--- config.mk ---
export PLATFORM = sky130hd
export DESIGN_NAME = lpcb_dev_flat
export DESIGN_NICKNAME = d
export VERILOG_FILES = /design/src/rtl/lpcb_pkg.sv /design/src/rtl/lpcb_if.sv /design/src/rtl/lpcb_dev.sv /design/src/flat_wrapper.sv
export SDC_FILE = /design/constraint.sdc
export NUM_CORES = 1
export LEC_CHECK = 0
export BUFFER_PORTS_ARGS = -buffer_cell sky130_fd_sc_hd__clkbuf_2
export CAP_MARGIN = 5
export CORE_UTILIZATION = 47
export CTS_CLUSTER_SIZE = 24
export DETAILED_ROUTE_END_ITERATION = 12
export GPL_TIMING_DRIVEN = 0
export PLACE_DENSITY_LB_ADDON = 0.15
export SETUP_SLACK_MARGIN = 0.2
export SYNTH_ARGS = -nofsm -noshare
export SYNTH_HDL_FRONTEND = slang
export SYNTH_SLANG_ARGS = --single-unit
export TNS_END_PERCENT = 30
--- constraint.sdc ---
create_clock -name mclk -period 2.9 [get_ports mclk]
set_clock_uncertainty 0.2 [all_clocks]
set_input_delay 0.58 -clock mclk [delete_from_list [all_inputs] [get_ports mclk]]
set_output_delay 0.58 -clock mclk [all_outputs]
set_load 0.05 [all_outputs]
--- src/rtl/lpcb_pkg.sv ---
package lpcb_pkg;
  // Device configuration port
  localparam int ADDR_W = 12;
  localparam int DATA_W = 8;
  localparam logic [11:0] ADDR_DEVICE_IDENT = 12'h450;
  localparam logic [11:0] ADDR_BANK_IDENT = 12'h451;
  localparam logic [11:0] ADDR_LANE0_IDENT = 12'h452;
  localparam logic [11:0] ADDR_DESCR_LANES = 12'h453;
  localparam logic [11:0] ADDR_OCTETS = 12'h454;
  localparam logic [11:0] ADDR_FRAMES_MF = 12'h455;
  localparam logic [11:0] ADDR_CONVERTERS = 12'h456;
  localparam logic [11:0] ADDR_CS_RES = 12'h457;
  // Field positions
  localparam int POS_ADJDIR = 6;
  localparam int POS_PHADJ = 5;
  localparam int POS_DESCR_EN = 7;
  localparam int POS_CS = 6;
  // Reset values
  localparam logic [7:0] RST_DEVICE_IDENT = 8'h00;
  localparam logic [7:0] RST_BANK_IDENT = 8'h00;
  localparam logic RST_ADJDIR = 1'b0;
  localparam logic RST_PHADJ = 1'b0;
  localparam logic [4:0] RST_LANE0_ID = 5'h00;
  localparam logic RST_DESCR_EN = 1'b1;
  localparam logic [4:0] RST_LANE_COUNT = 5'h07;
  localparam logic [7:0] RST_OCTETS = 8'h00;
  localparam logic [4:0] RST_FRAMES_MF = 5'h1f;
  localparam logic [7:0] RST_CONVERTERS = 8'h01;
  localparam logic [1:0] RST_CS = 2'h0;
  // Frame-count encodings
  localparam logic [4:0] FRAMES_MF_16 = 5'h0f;
  localparam logic [4:0] FRAMES_MF_32 = 5'h1f;
  // Controller APB registers (byte addresses)
  localparam logic [7:0] APB_CTRL = 8'h00;
  localparam logic [7:0] APB_CMD = 8'h04;
  localparam logic [7:0] APB_STATUS = 8'h08;
  localparam int CMD_POS_WDATA = 0;
  localparam int CMD_POS_ADDR = 8;
  localparam int CMD_POS_WRITE = 24;
  localparam int CTRL_POS_SRST = 0;
  localparam int STAT_POS_BUSY = 0;
  localparam int STAT_POS_REFUSED = 1;
  localparam int STAT_POS_RDATA = 8;
  localparam logic RST_SOFT_RESET = 1'b1;
  typedef enum logic [1:0] {
    LPCB_IDLE = 2'b00,
    LPCB_REQ = 2'b01,
    LPCB_WAIT = 2'b10
  } lpcb_state_t;
endpackage

--- src/rtl/lpcb_if.sv ---
`timescale 1ns/10ps
interface lpcb_if;
  logic cfg_req;
  logic cfg_write;
  logic [11:0] cfg_addr;
  logic [7:0] cfg_wdata;
  logic cfg_ack;
  logic [7:0] cfg_rdata;
  logic soft_reset;
  modport dev (
    input cfg_req, cfg_write, cfg_addr, cfg_wdata, soft_reset,
    output cfg_ack, cfg_rdata
  );
  modport host (
    output cfg_req, cfg_write, cfg_addr, cfg_wdata, soft_reset,
    input cfg_ack, cfg_rdata
  );
endinterface

--- src/rtl/lpcb_dev.sv ---
`timescale 1ns/10ps
// Function
// - Host writes fields only during soft reset
// - Device ident must match lane 0 value
// - Bank ident, 8-bit RW, resets zero
// - Bit 6: LMFC adjust direction, subclass 2
// - Bit 5: phase adjust request, subclass 2
// - Bits 4:0: lane 0 id, RW, zero
// - Bit 7 descramble enable, resets one
// - Lane count minus one, RO, 0x7
// - Octets per frame RO, not used
// - Frames per multiframe minus one, use 32
// - Converter count minus one, RO, 0x1
// - Control bits per sample zero, RO
module lpcb_dev (
  // Clock and reset
  input wire logic mclk,
  input wire logic srst,
  // Configuration port
  lpcb_if.dev cfg,
  // Link parameters to the deframer
  output logic [7:0] device_ident,
  output logic [7:0] bank_ident,
  output logic adjust_dir,
  output logic phase_adjust,
  output logic [4:0] lane0_id,
  output logic descramble_en,
  output logic [4:0] lane_count,
  output logic [7:0] octets_per_frame,
  output logic [4:0] frames_per_mf,
  output logic [7:0] converter_count,
  output logic [1:0] control_bits,
  output logic deframer_in_reset
);
  logic wr;
  logic [7:0] next_rdata;

  assign wr = cfg.cfg_req & cfg.cfg_write;

  // The far end keeps writes inside soft reset; the bank stores what it gets
  always_ff @(posedge mclk) begin
    if (srst) begin
      device_ident <= lpcb_pkg::RST_DEVICE_IDENT;
    end else if (wr && cfg.cfg_addr == lpcb_pkg::ADDR_DEVICE_IDENT) begin
      device_ident <= cfg.cfg_wdata;
    end
  end

  always_ff @(posedge mclk) begin
    if (srst) begin
      bank_ident <= lpcb_pkg::RST_BANK_IDENT;
    end else if (wr && cfg.cfg_addr == lpcb_pkg::ADDR_BANK_IDENT) begin
      bank_ident <= cfg.cfg_wdata;
    end
  end

  always_ff @(posedge mclk) begin
    if (srst) begin
      adjust_dir <= lpcb_pkg::RST_ADJDIR;
      phase_adjust <= lpcb_pkg::RST_PHADJ;
      lane0_id <= lpcb_pkg::RST_LANE0_ID;
    end else if (wr && cfg.cfg_addr == lpcb_pkg::ADDR_LANE0_IDENT) begin
      adjust_dir <= cfg.cfg_wdata[lpcb_pkg::POS_ADJDIR];
      phase_adjust <= cfg.cfg_wdata[lpcb_pkg::POS_PHADJ];
      lane0_id <= cfg.cfg_wdata[4:0];
    end
  end

  always_ff @(posedge mclk) begin
    if (srst) begin
      descramble_en <= lpcb_pkg::RST_DESCR_EN;
    end else if (wr && cfg.cfg_addr == lpcb_pkg::ADDR_DESCR_LANES) begin
      descramble_en <= cfg.cfg_wdata[lpcb_pkg::POS_DESCR_EN];
    end
  end

  always_ff @(posedge mclk) begin
    if (srst) begin
      frames_per_mf <= lpcb_pkg::RST_FRAMES_MF;
    end else if (wr && cfg.cfg_addr == lpcb_pkg::ADDR_FRAMES_MF) begin
      frames_per_mf <= cfg.cfg_wdata[4:0];
    end
  end

  // Read-only fields hold their reset value; writes to them are dropped
  always_ff @(posedge mclk) begin
    if (srst) begin
      lane_count <= lpcb_pkg::RST_LANE_COUNT;
      octets_per_frame <= lpcb_pkg::RST_OCTETS;
      converter_count <= lpcb_pkg::RST_CONVERTERS;
      control_bits <= lpcb_pkg::RST_CS;
    end
  end

  always_ff @(posedge mclk) begin
    if (srst) begin
      deframer_in_reset <= lpcb_pkg::RST_SOFT_RESET;
    end else begin
      deframer_in_reset <= cfg.soft_reset;
    end
  end

  always_comb begin
    next_rdata = 8'h00;
    case (cfg.cfg_addr)
      lpcb_pkg::ADDR_DEVICE_IDENT: next_rdata = device_ident;
      lpcb_pkg::ADDR_BANK_IDENT: next_rdata = bank_ident;
      lpcb_pkg::ADDR_LANE0_IDENT: next_rdata = {1'b0, adjust_dir, phase_adjust, lane0_id};
      lpcb_pkg::ADDR_DESCR_LANES: next_rdata = {descramble_en, 2'b00, lane_count};
      lpcb_pkg::ADDR_OCTETS: next_rdata = octets_per_frame;
      lpcb_pkg::ADDR_FRAMES_MF: next_rdata = {3'b000, frames_per_mf};
      lpcb_pkg::ADDR_CONVERTERS: next_rdata = converter_count;
      lpcb_pkg::ADDR_CS_RES: next_rdata = {control_bits, 6'h00};
      default: next_rdata = 8'h00;
    endcase
  end

  // One-cycle answer to every request
  always_ff @(posedge mclk) begin
    if (srst) begin
      cfg.cfg_ack <= 1'b0;
      cfg.cfg_rdata <= 8'h00;
    end else begin
      cfg.cfg_ack <= cfg.cfg_req;
      if (cfg.cfg_req && !cfg.cfg_write) begin
        cfg.cfg_rdata <= next_rdata;
      end
    end
  end
endmodule

--- src/flat_wrapper.sv ---
// flat-port wrapper written by rule: the top's interface ports become plain ports
module lpcb_dev_flat 
  (mclk, srst, device_ident, bank_ident, adjust_dir, phase_adjust, lane0_id, descramble_en, lane_count, octets_per_frame, frames_per_mf, converter_count, control_bits, deframer_in_reset, cfg_cfg_req, cfg_cfg_write, cfg_cfg_addr, cfg_cfg_wdata, cfg_soft_reset, cfg_cfg_ack, cfg_cfg_rdata);
  lpcb_if cfg_i ();
  input wire logic mclk;
  input wire logic srst;
  output logic [7:0] device_ident;
  output logic [7:0] bank_ident;
  output logic adjust_dir;
  output logic phase_adjust;
  output logic [4:0] lane0_id;
  output logic descramble_en;
  output logic [4:0] lane_count;
  output logic [7:0] octets_per_frame;
  output logic [4:0] frames_per_mf;
  output logic [7:0] converter_count;
  output logic [1:0] control_bits;
  output logic deframer_in_reset;
  input wire logic [$bits(cfg_i.cfg_req)-1:0] cfg_cfg_req;
  input wire logic [$bits(cfg_i.cfg_write)-1:0] cfg_cfg_write;
  input wire logic [$bits(cfg_i.cfg_addr)-1:0] cfg_cfg_addr;
  input wire logic [$bits(cfg_i.cfg_wdata)-1:0] cfg_cfg_wdata;
  input wire logic [$bits(cfg_i.soft_reset)-1:0] cfg_soft_reset;
  output wire logic [$bits(cfg_i.cfg_ack)-1:0] cfg_cfg_ack;
  output wire logic [$bits(cfg_i.cfg_rdata)-1:0] cfg_cfg_rdata;
  assign cfg_i.cfg_req = cfg_cfg_req;
  assign cfg_i.cfg_write = cfg_cfg_write;
  assign cfg_i.cfg_addr = cfg_cfg_addr;
  assign cfg_i.cfg_wdata = cfg_cfg_wdata;
  assign cfg_i.soft_reset = cfg_soft_reset;
  assign cfg_cfg_ack = cfg_i.cfg_ack;
  assign cfg_cfg_rdata = cfg_i.cfg_rdata;
  lpcb_dev u_core (.mclk(mclk), .srst(srst), .cfg(cfg_i), .device_ident(device_ident), .bank_ident(bank_ident), .adjust_dir(adjust_dir), .phase_adjust(phase_adjust), .lane0_id(lane0_id), .descramble_en(descramble_en), .lane_count(lane_count), .octets_per_frame(octets_per_frame), .frames_per_mf(frames_per_mf), .converter_count(converter_count), .control_bits(control_bits), .deframer_in_reset(deframer_in_reset));
endmodule
==> results of run 1 <==
## worst min-delay path by stage
stage | from | end | cells after the start | slack (ns)
6_report | u_core.cfg.cfg_rdata[6] | u_core.cfg.cfg_rdata[6] | 2 | 0.26
5_1_grt | cfg_soft_reset | u_core.deframer_in_reset | 2 | 0.27
4_1_cts | u_core.cfg.cfg_rdata[5] | u_core.cfg.cfg_rdata[5] | 2 | 0.27
3_5_place_dp | u_core.cfg.cfg_rdata[5] | u_core.cfg.cfg_rdata[5] | 2 | 0.25
3_3_place_gp | u_core.cfg.cfg_rdata[0] | u_core.cfg.cfg_rdata[0] | 2 | 0.24
2_1_floorplan | u_core.cfg.cfg_rdata[6] | u_core.cfg.cfg_rdata[6] | 2 | 0.47
## routing by layer
metal / share of wire / vias to the layer above
li1: - / 854
met2: 0.44 / 75
met3: 0.081 / 11
met1: 0.46 / 745
met5: 0 / -
met4: 0.019 / 0
## placed cells by master (no fill, tap or decap), types with 3 or more instances in the layout
master / n
a211o_1: 6
a21oi_1: 4
a22o_1: 5
buf_4: 23
clkbuf_1: 5
clkbuf_2: 61
clkbuf_8: 6
conb_1: 23
dfxtp_1: 39
mux2i_1: 32
nand2_1: 4
nand3_1: 4
nand4_1: 3
nor2_1: 33
nor2b_1: 9
o21ai_0: 4
o22ai_1: 4
## registers in the layout, indices dropped and copies added, names as in the netlist
name and count:
u_core.frames_per_mf 5, u_core.lane0_id 5, u_core.descramble_en 1, u_core.bank_ident 8, u_core.cfg.cfg_rdata 8, u_core.cfg.cfg_ack 1
u_core.deframer_in_reset 1, u_core.device_ident 8, u_core.adjust_dir 1, u_core.phase_adjust 1
## worst min-delay path: stages (launching register included)
cell     delay, ns
dfxtp_1       0.33
nand2_1       0.05
o21ai_0       0.05
## area by class of cell
class | count | area (sq um) | share of cell area
sequential | 39 | 780.7 | 0.3136
inverter | 2 | 7.507 | 0.003015
buffer | 33 | 226.5 | 0.09095
timing repair buffer | 61 | 305.3 | 0.1226
clock inverter | 1 | 5.005 | 0.002010
clock buffer | 6 | 82.58 | 0.03317
tap | 50 | 62.56 | 0.02513
multi-input combinational | 154 | 1020 | 0.4095
## cells by family (layout without fill, tap and decap cells)
group,after synthesis,after routing,synth area share
simple gates,71,71,0.2047
mux,33,33,0.1695
other cells,2,23,0.003840
flops,39,39,0.3992
buf+inv,35,103,0.1196
compound gates,27,27,0.1030
## stage by stage
| step | cell area (sq um) | setup WS (ns) | cells |
|---|---|---|---|
| 3_5_place_dp | 2402 | 0.1835 | 339 |
| 5_1_grt | 2490 | 0.3123 | 346 |
| 4_1_cts | 2490 | 0.4862 | 346 |
| 6_report | 2490 | 0.5532 | 346 |
| 3_3_place_gp | 2402 | 0.2435 | 339 |
| 2_1_floorplan | 2034 | 0.5813 | 228 |
## report_power, final
part / total (mW) / internal [mW] / switching (mW)
logic: 0.174 / 0.0536 / 0.121
registers: 0.537 / 0.537 / 0.000314
clock network: 0.371 / 0.187 / 0.185
==> metrics.csv, run 1 <==
metric,value,unit
postRouteAntennaNets,0,
end_kind,flop,
grt.total_usage,0.2255,
clock_tree.root_cell,clkbuf_8,
overflow,0,
via_count,1685,
worst_ep_required_time,2.86,ns
grtUsageMet2,0.3559,
grt_max_degree,12,
tritoncts,built,
vias_per_cell,4.870,
drive_above_1_share,0.3446,
postCtsResizedCells,0,
p_total,1.083,mW
htree_levels,2,
clock_latency,0.29,ns
ys_seq_area_frac,0.3992,
layout.nets,321,
fp.dieH,66.51,um
worstPathCellList,clkbuf_2 > nor4b_1 > nand4_1 > mux2i_1 > nor2_1,
clock_path_buffers,2,
hold_buffers,0,
cts_made_buffers,5,
yosys_warnings,0,
crit_path_max_fanout,8,
yosysUniqueCellTypes,36,
postLayoutCoreUtil,0.6225,
path_clk_slew,0.07,ns
routed_wl,4.485,mm
endpoint,u_core.bank_ident[7],
reg2reg_from,u_core.descramble_en,
timing.final.max_slew_violations,0,
drv_cap,0,
antenna_cells,0,
drtIter0Drc,60,
die_x,66.51,um
synth-edff-count,0,
dr.pass1.iters,4,
yosysTopAreaCellShare,0.3992,
gp_congestion,0.7795,
grt_pass1_vias,1491,
portBuffers,61,
worst_pin_slew,0.6674,ns
drc,0,
wl_per_cell,12.96,um
final-setup-viol-count,0,
worstHoldPathType,reg2reg,
yosysMostFrequentCell,dfxtp_1,
syn-mean-instance-area,9.447,sq um
max_freq,426.1,MHz
synth_seq_cells,39,
fill_cells,388,
async_flop_share,0,
synthTopCellsByCount,"dfxtp_1, nor2_1, mux2i_1",
start_util,0.4889,
antenna_found_initial,0,
crit_start,cfg_cfg_addr[9],
cp_top_family,simple AND/OR/NAND/NOR gates,
busiest_layer,met2,
post-route-period-util,0.8093,
finalHoldViolCount,0,
maxSlewHeadroom,0.5537,
p_per_area,434.8,nW/um^2
rsz0062_at_grt,false,
status,finished clean,
numClockSinks,39,
met3_usage,0.07021,
area_growth,27.32,%
crit_slowest_cell,nand4_1,
place_hpwl,3.371,mm
syn_area,1956,sq um
yosysTopAreaCell,dfxtp_1,
rows,23,
reg2reg_to,u_core.cfg.cfg_rdata[7],
core,4000,sq um
netlist_instances,207,
worst_setup_path_start_kind,input pin,
synthTopCellsByArea,"dfxtp_1, mux2i_1, buf_4, nor2_1, nor2b_1",
ir_worst_vdd,282.0,uV
worstSetupPathDepth,5,
fin_tns_setup,0,ns
period_minus_slack,2.347,ns
post-cts-setup-buffers,0,
arrival,2.31,ns
pin_count,87,
die_area,4423,sq um
r2r_cells,4,
power.leakage,1.313,nW
slowest_delay,0.67,ns
holdWs,0.2619,ns
critPathBufInv,1,
path_class,in2reg,
synth_flop_cell,dfxtp_1,
grt_pass1_wl,7.210,mm
use_met1,0.2850,
reg2reg_slack,1.66,ns
Power figures use the tool's default switching activity.
==> inputs of run 2 (changes only) <==
==> constraint.sdc (replaced) <==
create_clock -name mclk -period 2.3 [get_ports mclk]
set_clock_uncertainty 0.2 [all_clocks]
set_input_delay 0.46 -clock mclk [delete_from_list [all_inputs] [get_ports mclk]]
set_output_delay 0.46 -clock mclk [all_outputs]
set_load 0.05 [all_outputs]
==> run 2 against run 1 <==
Effect of this change: via count rose by 1.0%; final cell count rose by 1.4%; sequential share of layout area fell by 0.47 points; wire length rose by 0.27%; largest cell class unchanged.
==> metrics.csv, run 2 (synthesis gave the netlist of run 1 again) <==
metric,value,unit,change
fill_cells,379,,-2.3%
clock_tree.root_cell,clkbuf_8,,
combPwrFrac,0.161,,about the same
end_kind,flop,,
portBuffers,61,,unchanged
holdWs,0.1498,ns,-0.1121 ns
clock_latency,0.29,ns,about the same
p_switching,389.2,uW,+27%
wl_per_cell,12.81,um,-1.2%
path_clk_slew,0.08,ns,about the same
antenna_found_initial,0,,unchanged
worstHoldPathType,in2reg,,
fp.dieH,66.51,um,unchanged
swShare,0.2843,,+0.001931
post-route-period-util,0.8935,,
clock_power_share,0.345,,+0.002
busiest_layer,met2,,
period_minus_slack,2.055,ns,
power.leakage,1.337,nW,+1.9%
cts_made_buffers,5,,unchanged
final-setup-viol-count,0,,unchanged
worst_ep_required_time,2.27,ns,-0.59 ns
tritoncts,built,,
drive_above_1_share,0.3555,,+0.01089
use_met1,0.2860,,+0.001052
postRouteAntennaNets,0,,unchanged
path_class,in2reg,,
htree_levels,2,,unchanged
drc,0,,unchanged
grt_max_degree,12,,unchanged
postCtsResizedCells,0,,unchanged
core,4000,sq um,unchanged
numClockSinks,39,,unchanged
grt_pass1_vias,1464,,-1.8%
postLayoutCoreUtil,0.6318,,+0.009383
crit_path_max_fanout,7,,-1
place_hpwl,3.286,mm,-2.5%
worst_pin_slew,0.6804,ns,+0.01297 ns
die_x,66.51,um,unchanged
status,finished clean,,
grtUsageMet2,0.3329,,-0.02296
worst_setup_path_start_kind,input pin,,
p_total,1.369,mW,+26%
placedInstanceArea,2402,sq um,unchanged
drv_cap,0,,unchanged
dr.pass1.iters,4,,unchanged
start_util,0.4889,,unchanged
rsz0062_at_grt,true,,
vias_per_cell,4.849,,-0.43%
power.internal,979.5,uW,+26%
routed_wl,4.497,mm,+0.27%
max_freq,486.6,MHz,
area_growth,29.24,%,
pin_count,87,,unchanged
rows,23,,unchanged
layout_commonest_cell,clkbuf_2,,
overflow,0,,unchanged
hold_buffers,0,,unchanged
drtIter0Drc,56,,-6.7%
met3_usage,0.05993,,-0.01027
reg_top3,"u_core.bank_ident x8, u_core.cfg.cfg_rdata x8, u_core.device_ident x8",,
arrival,2.02,ns,-0.29 ns
grt_pass1_wl,6.941,mm,-3.7%
grt.total_usage,0.2161,,-0.009396
maxSlewHeadroom,0.5400,,-0.01371
p_per_area,541.5,nW/um^2,+25%
clock_path_buffers,2,,unchanged
antenna_cells,0,,unchanged
fin_area,2527,sq um,+1.5%
timing.final.max_slew_violations,0,,unchanged
die_area,4423,sq um,unchanged
via_count,1702,,+1.0%
fin_tns_setup,0,ns,unchanged
final_cell_mix,"clkbuf_2, dfxtp_1, nor2_1, mux2i_1, buf_4",,
gp_congestion,0.8131,,+4.3%
pwr-share-seq,0.495,,about the same
ir_worst_vdd,379.9,uV,+35%
layout.nets,326,,+1.6%
finalHoldViolCount,0,,unchanged
[run 2: stage by stage]
| stage | cells | setup WS (ns) |
|---|---|---|
| 2_1_floorplan | 228 | 0.1072 |
| 3_3_place_gp | 339 | -0.2380 |
| 3_5_place_dp | 339 | -0.2951 |
| 4_1_cts | 348 | 0.1557 |
| 5_1_grt | 351 | 0.1705 |
| 6_report | 351 | 0.2450 |
[run 2: layout make-up]
cell class	count	area (sq um)	area share
buffer	33	226.5	0.08960
clock buffer	6	82.58	0.03267
clock inverter	1	5.005	0.001980
inverter	2	7.507	0.002970
multi-input combinational	154	1020	0.4035
sequential	39	780.7	0.3089
tap	50	62.56	0.02475
timing repair buffer	66	342.8	0.1356
[run 2: path summary, 6_finish.rpt]
kind                                start                        to  slack [ns]  cells after the start
hold / removal             cfg_soft_reset  u_core.deframer_in_reset        0.15                      2
setup reg to reg     u_core.descramble_en   u_core.cfg.cfg_rdata[7]        1.05                      4
hold reg to reg   u_core.cfg.cfg_rdata[5]   u_core.cfg.cfg_rdata[5]        0.26                      2
setup / recovery         cfg_cfg_addr[11]       u_core.phase_adjust        0.25                      6
[run 2: what timing repair did]
action | CTS | global route
pin swaps | 1 | 1
gates cloned | 0 | 0
setup buffers | 2 | 3
setup endpoints to repair | 13 | 11
[run 2: worst max-delay path: stages]
cell and delay [ns]:
clkbuf_2 0.09, or4b_4 0.58, or4_4 0.53, buf_6 0.16
mux2i_1 0.14, nor2_1 0.05
[run 2: layer usage]
metal	wire, um	part of all wire
met5	0	0
met4	57	0.013
met3	330	0.073
met2	2009	0.45
met1	2100	0.47
[run 2: power by group through the flow]
stage	clock [mW]	sequential [mW]	combinational (mW)
3_5_place_dp	0	0.693	0.218
3_3_place_gp	0	0.693	0.217
4_1_cts	0.473	0.677	0.218
6_report	0.472	0.677	0.220
2_1_floorplan	0	0.700	0.166
5_1_grt	0.507	0.677	0.237
==> inputs of run 3 (changes only) <==
--- a/config.mk
+++ b/config.mk
@@ -7,7 +7,9 @@
 export LEC_CHECK = 0
 export BUFFER_PORTS_ARGS = -buffer_cell sky130_fd_sc_hd__clkbuf_2
 export CAP_MARGIN = 5
-export CORE_UTILIZATION = 47
+export CORE_MARGIN = 2
+export CORE_UTILIZATION = 49
+export CTS_BUF_LIST = sky130_fd_sc_hd__clkbuf_8
 export CTS_CLUSTER_SIZE = 24
 export DETAILED_ROUTE_END_ITERATION = 12
 export GPL_TIMING_DRIVEN = 0
==> run 3 against run 2 <==
Effect of this change: first-iteration DRC count grew 27%; via count down 0.82%; worst hold slack better by 0.0083 ns; flip-flop and latch count stayed put; critical path depth unchanged; die area grew 2.0%; total power is 3.2% lower; wire length is 3.2% lower; fmax down 1.0%; clock-buffer cell count shrank 1; final cell count shrank 0.85%; critical path type unchanged; critical endpoint is now u_core.adjust_dir; largest power group unchanged.
==> metrics.csv, run 3 (synthesis gave the netlist of run 1 again) <==
metric,value,unit,change
fp.dieH,67.18,um,+1.0%
area_growth,28.02,%,
routed_wl,4.351,mm,-3.2%
clock_tree.root_cell,clkbuf_8,,
tritoncts,built,,
hold_start,cfg_soft_reset,,
holdPathStages,2,,unchanged
rows,22,,-4.3%
placedInstanceArea,2400,sq um,-0.10%
worstHoldPathType,in2reg,,
period_minus_slack,2.076,ns,+0.02131 ns
postLayoutCoreUtil,0.6688,,+0.03694
grt.total_usage,0.2102,,-0.005907
p_total,1.325,mW,-3.2%
status,finished clean,,
crit_path_max_fanout,7,,unchanged
cts_made_buffers,5,,unchanged
max_freq,481.6,MHz,-1.0%
final_cells,348,,-0.85%
timing.final.max_slew_violations,0,,unchanged
drive_above_1_share,0.3467,,-0.008815
end_kind,flop,,
power.leakage,1.330,nW,-0.56%
final_cell_mix,"clkbuf_2, dfxtp_1, nor2_1, mux2i_1, buf_4",,
core,3744,sq um,-6.4%
antenna_found_initial,0,,unchanged
finalHoldViolCount,0,,unchanged
vias_per_cell,4.851,,about the same
gp_congestion,0.8016,,-1.4%
p_per_area,529.1,nW/um^2,-2.3%
dr.pass1.iters,4,,unchanged
rsz0062_at_grt,true,,
start_util,0.5224,,+0.03350
htree_levels,2,,unchanged
r2r_cells,4,,unchanged
via_count,1688,,-0.82%
layout.nets,324,,-0.61%
clock_path_buffers,2,,unchanged
pin_count,87,,unchanged
antenna_cells,0,,unchanged
fin_area,2504,sq um,-0.94%
numClockSinks,39,,unchanged
place_hpwl,3.324,mm,+1.1%
post-route-period-util,0.9027,,+0.009266
overflow,0,,unchanged
portBuffers,61,,unchanged
arrival,2.03,ns,about the same
drv_cap,0,,unchanged
drtIter0Drc,71,,+27%
drc,0,,unchanged
postRouteAntennaNets,0,,unchanged
reg2reg_to,u_core.cfg.cfg_rdata[7],,
die_x,67.18,um,+1.0%
wl_per_cell,12.50,um,-2.4%
grt_pass1_wl,7.051,mm,+1.6%
ir_worst_vdd,401.8,uV,+5.8%
die_area,4512,sq um,+2.0%
maxSlewHeadroom,0.5855,,+0.04546
postCtsResizedCells,0,,unchanged
final-setup-viol-count,0,,unchanged
reg_top3,"u_core.bank_ident x8, u_core.cfg.cfg_rdata x8, u_core.device_ident x8",,
layout_commonest_cell,clkbuf_2,,
crit_start,cfg_cfg_addr[11],,
grt_pass1_vias,1509,,+3.1%
clock_latency,0.29,ns,about the same
dp.cells,337,,-0.59%
holdPathEnd,u_core.deframer_in_reset,,
reg2reg_slack,1.05,ns,about the same
path_class,in2reg,,
path_clk_slew,0.07,ns,about the same
grt_max_degree,12,,unchanged
reg2reg_from,u_core.descramble_en,,
worst_ep_required_time,2.26,ns,about the same
hold_buffers,0,,unchanged
worst_setup_path_start_kind,input pin,,
worst_pin_slew,0.6218,ns,-0.05861 ns
## run 3: worst max-delay path, cell delays in order
cell and delay [ns]:
clkbuf_2 0.09, or4b_4 0.58, or4_4 0.53, buf_6 0.16, mux2i_1 0.16, nor2_1 0.05
## run 3: where the power goes
part	internal, mW	leakage, nW	switching, mW	total [mW]
clock network	0.204	0.0505	0.224	0.428
logic	0.0677	0.964	0.152	0.220
registers	0.677	0.315	0.000392	0.677
total	0.948	1.33	0.377	1.32
## run 3: repair_timing
action                                  CTS  global route
pin swaps                                 1             1
buffers inserted                          2             1
cloned                                    0             0
endpoints found under the setup margin   13            12
## run 3: how the worst max path moves through the flow
stage / end / slack, ns / cells past startpoint
2_1_floorplan: u_core.adjust_dir / 0.11 / 5
3_3_place_gp: u_core.bank_ident[3] / -0.23 / 5
3_5_place_dp: u_core.bank_ident[5] / -0.21 / 5
4_1_cts: u_core.frames_per_mf[0] / 0.16 / 6
5_1_grt: u_core.adjust_dir / 0.16 / 6
6_report: u_core.adjust_dir / 0.22 / 6
## run 3: metal layers
metal,up-vias,part of all wire,GRT usage
met4,0,0.011,0.06888
met5,-,0,0
li1,859,-,-
met1,757,0.46,0.2708
met3,5,0.094,0.05000
met2,67,0.44,0.3465
## run 3: through the flow
stage,hold slack (ns),TNS [ns],setup slack [ns]
3_3_place_gp,0.2395,-2.651,-0.2286
3_5_place_dp,0.2534,-2.516,-0.2072
6_report,0.1581,0,0.2237
4_1_cts,0.1585,0,0.1645
5_1_grt,0.1736,0,0.1561
2_1_floorplan,0.3638,0,0.1072
## run 3: layout make-up
type	instances	area [sq um]
flip-flops and latches	39	780.7
multi-input cells	154	1020
plain buffers	33	226.5
clock inverters	3	12.51
inverters	2	7.507
clock buffers	5	68.82
repair buffers	64	327.8
well taps	48	60.06
fillers	342	1240
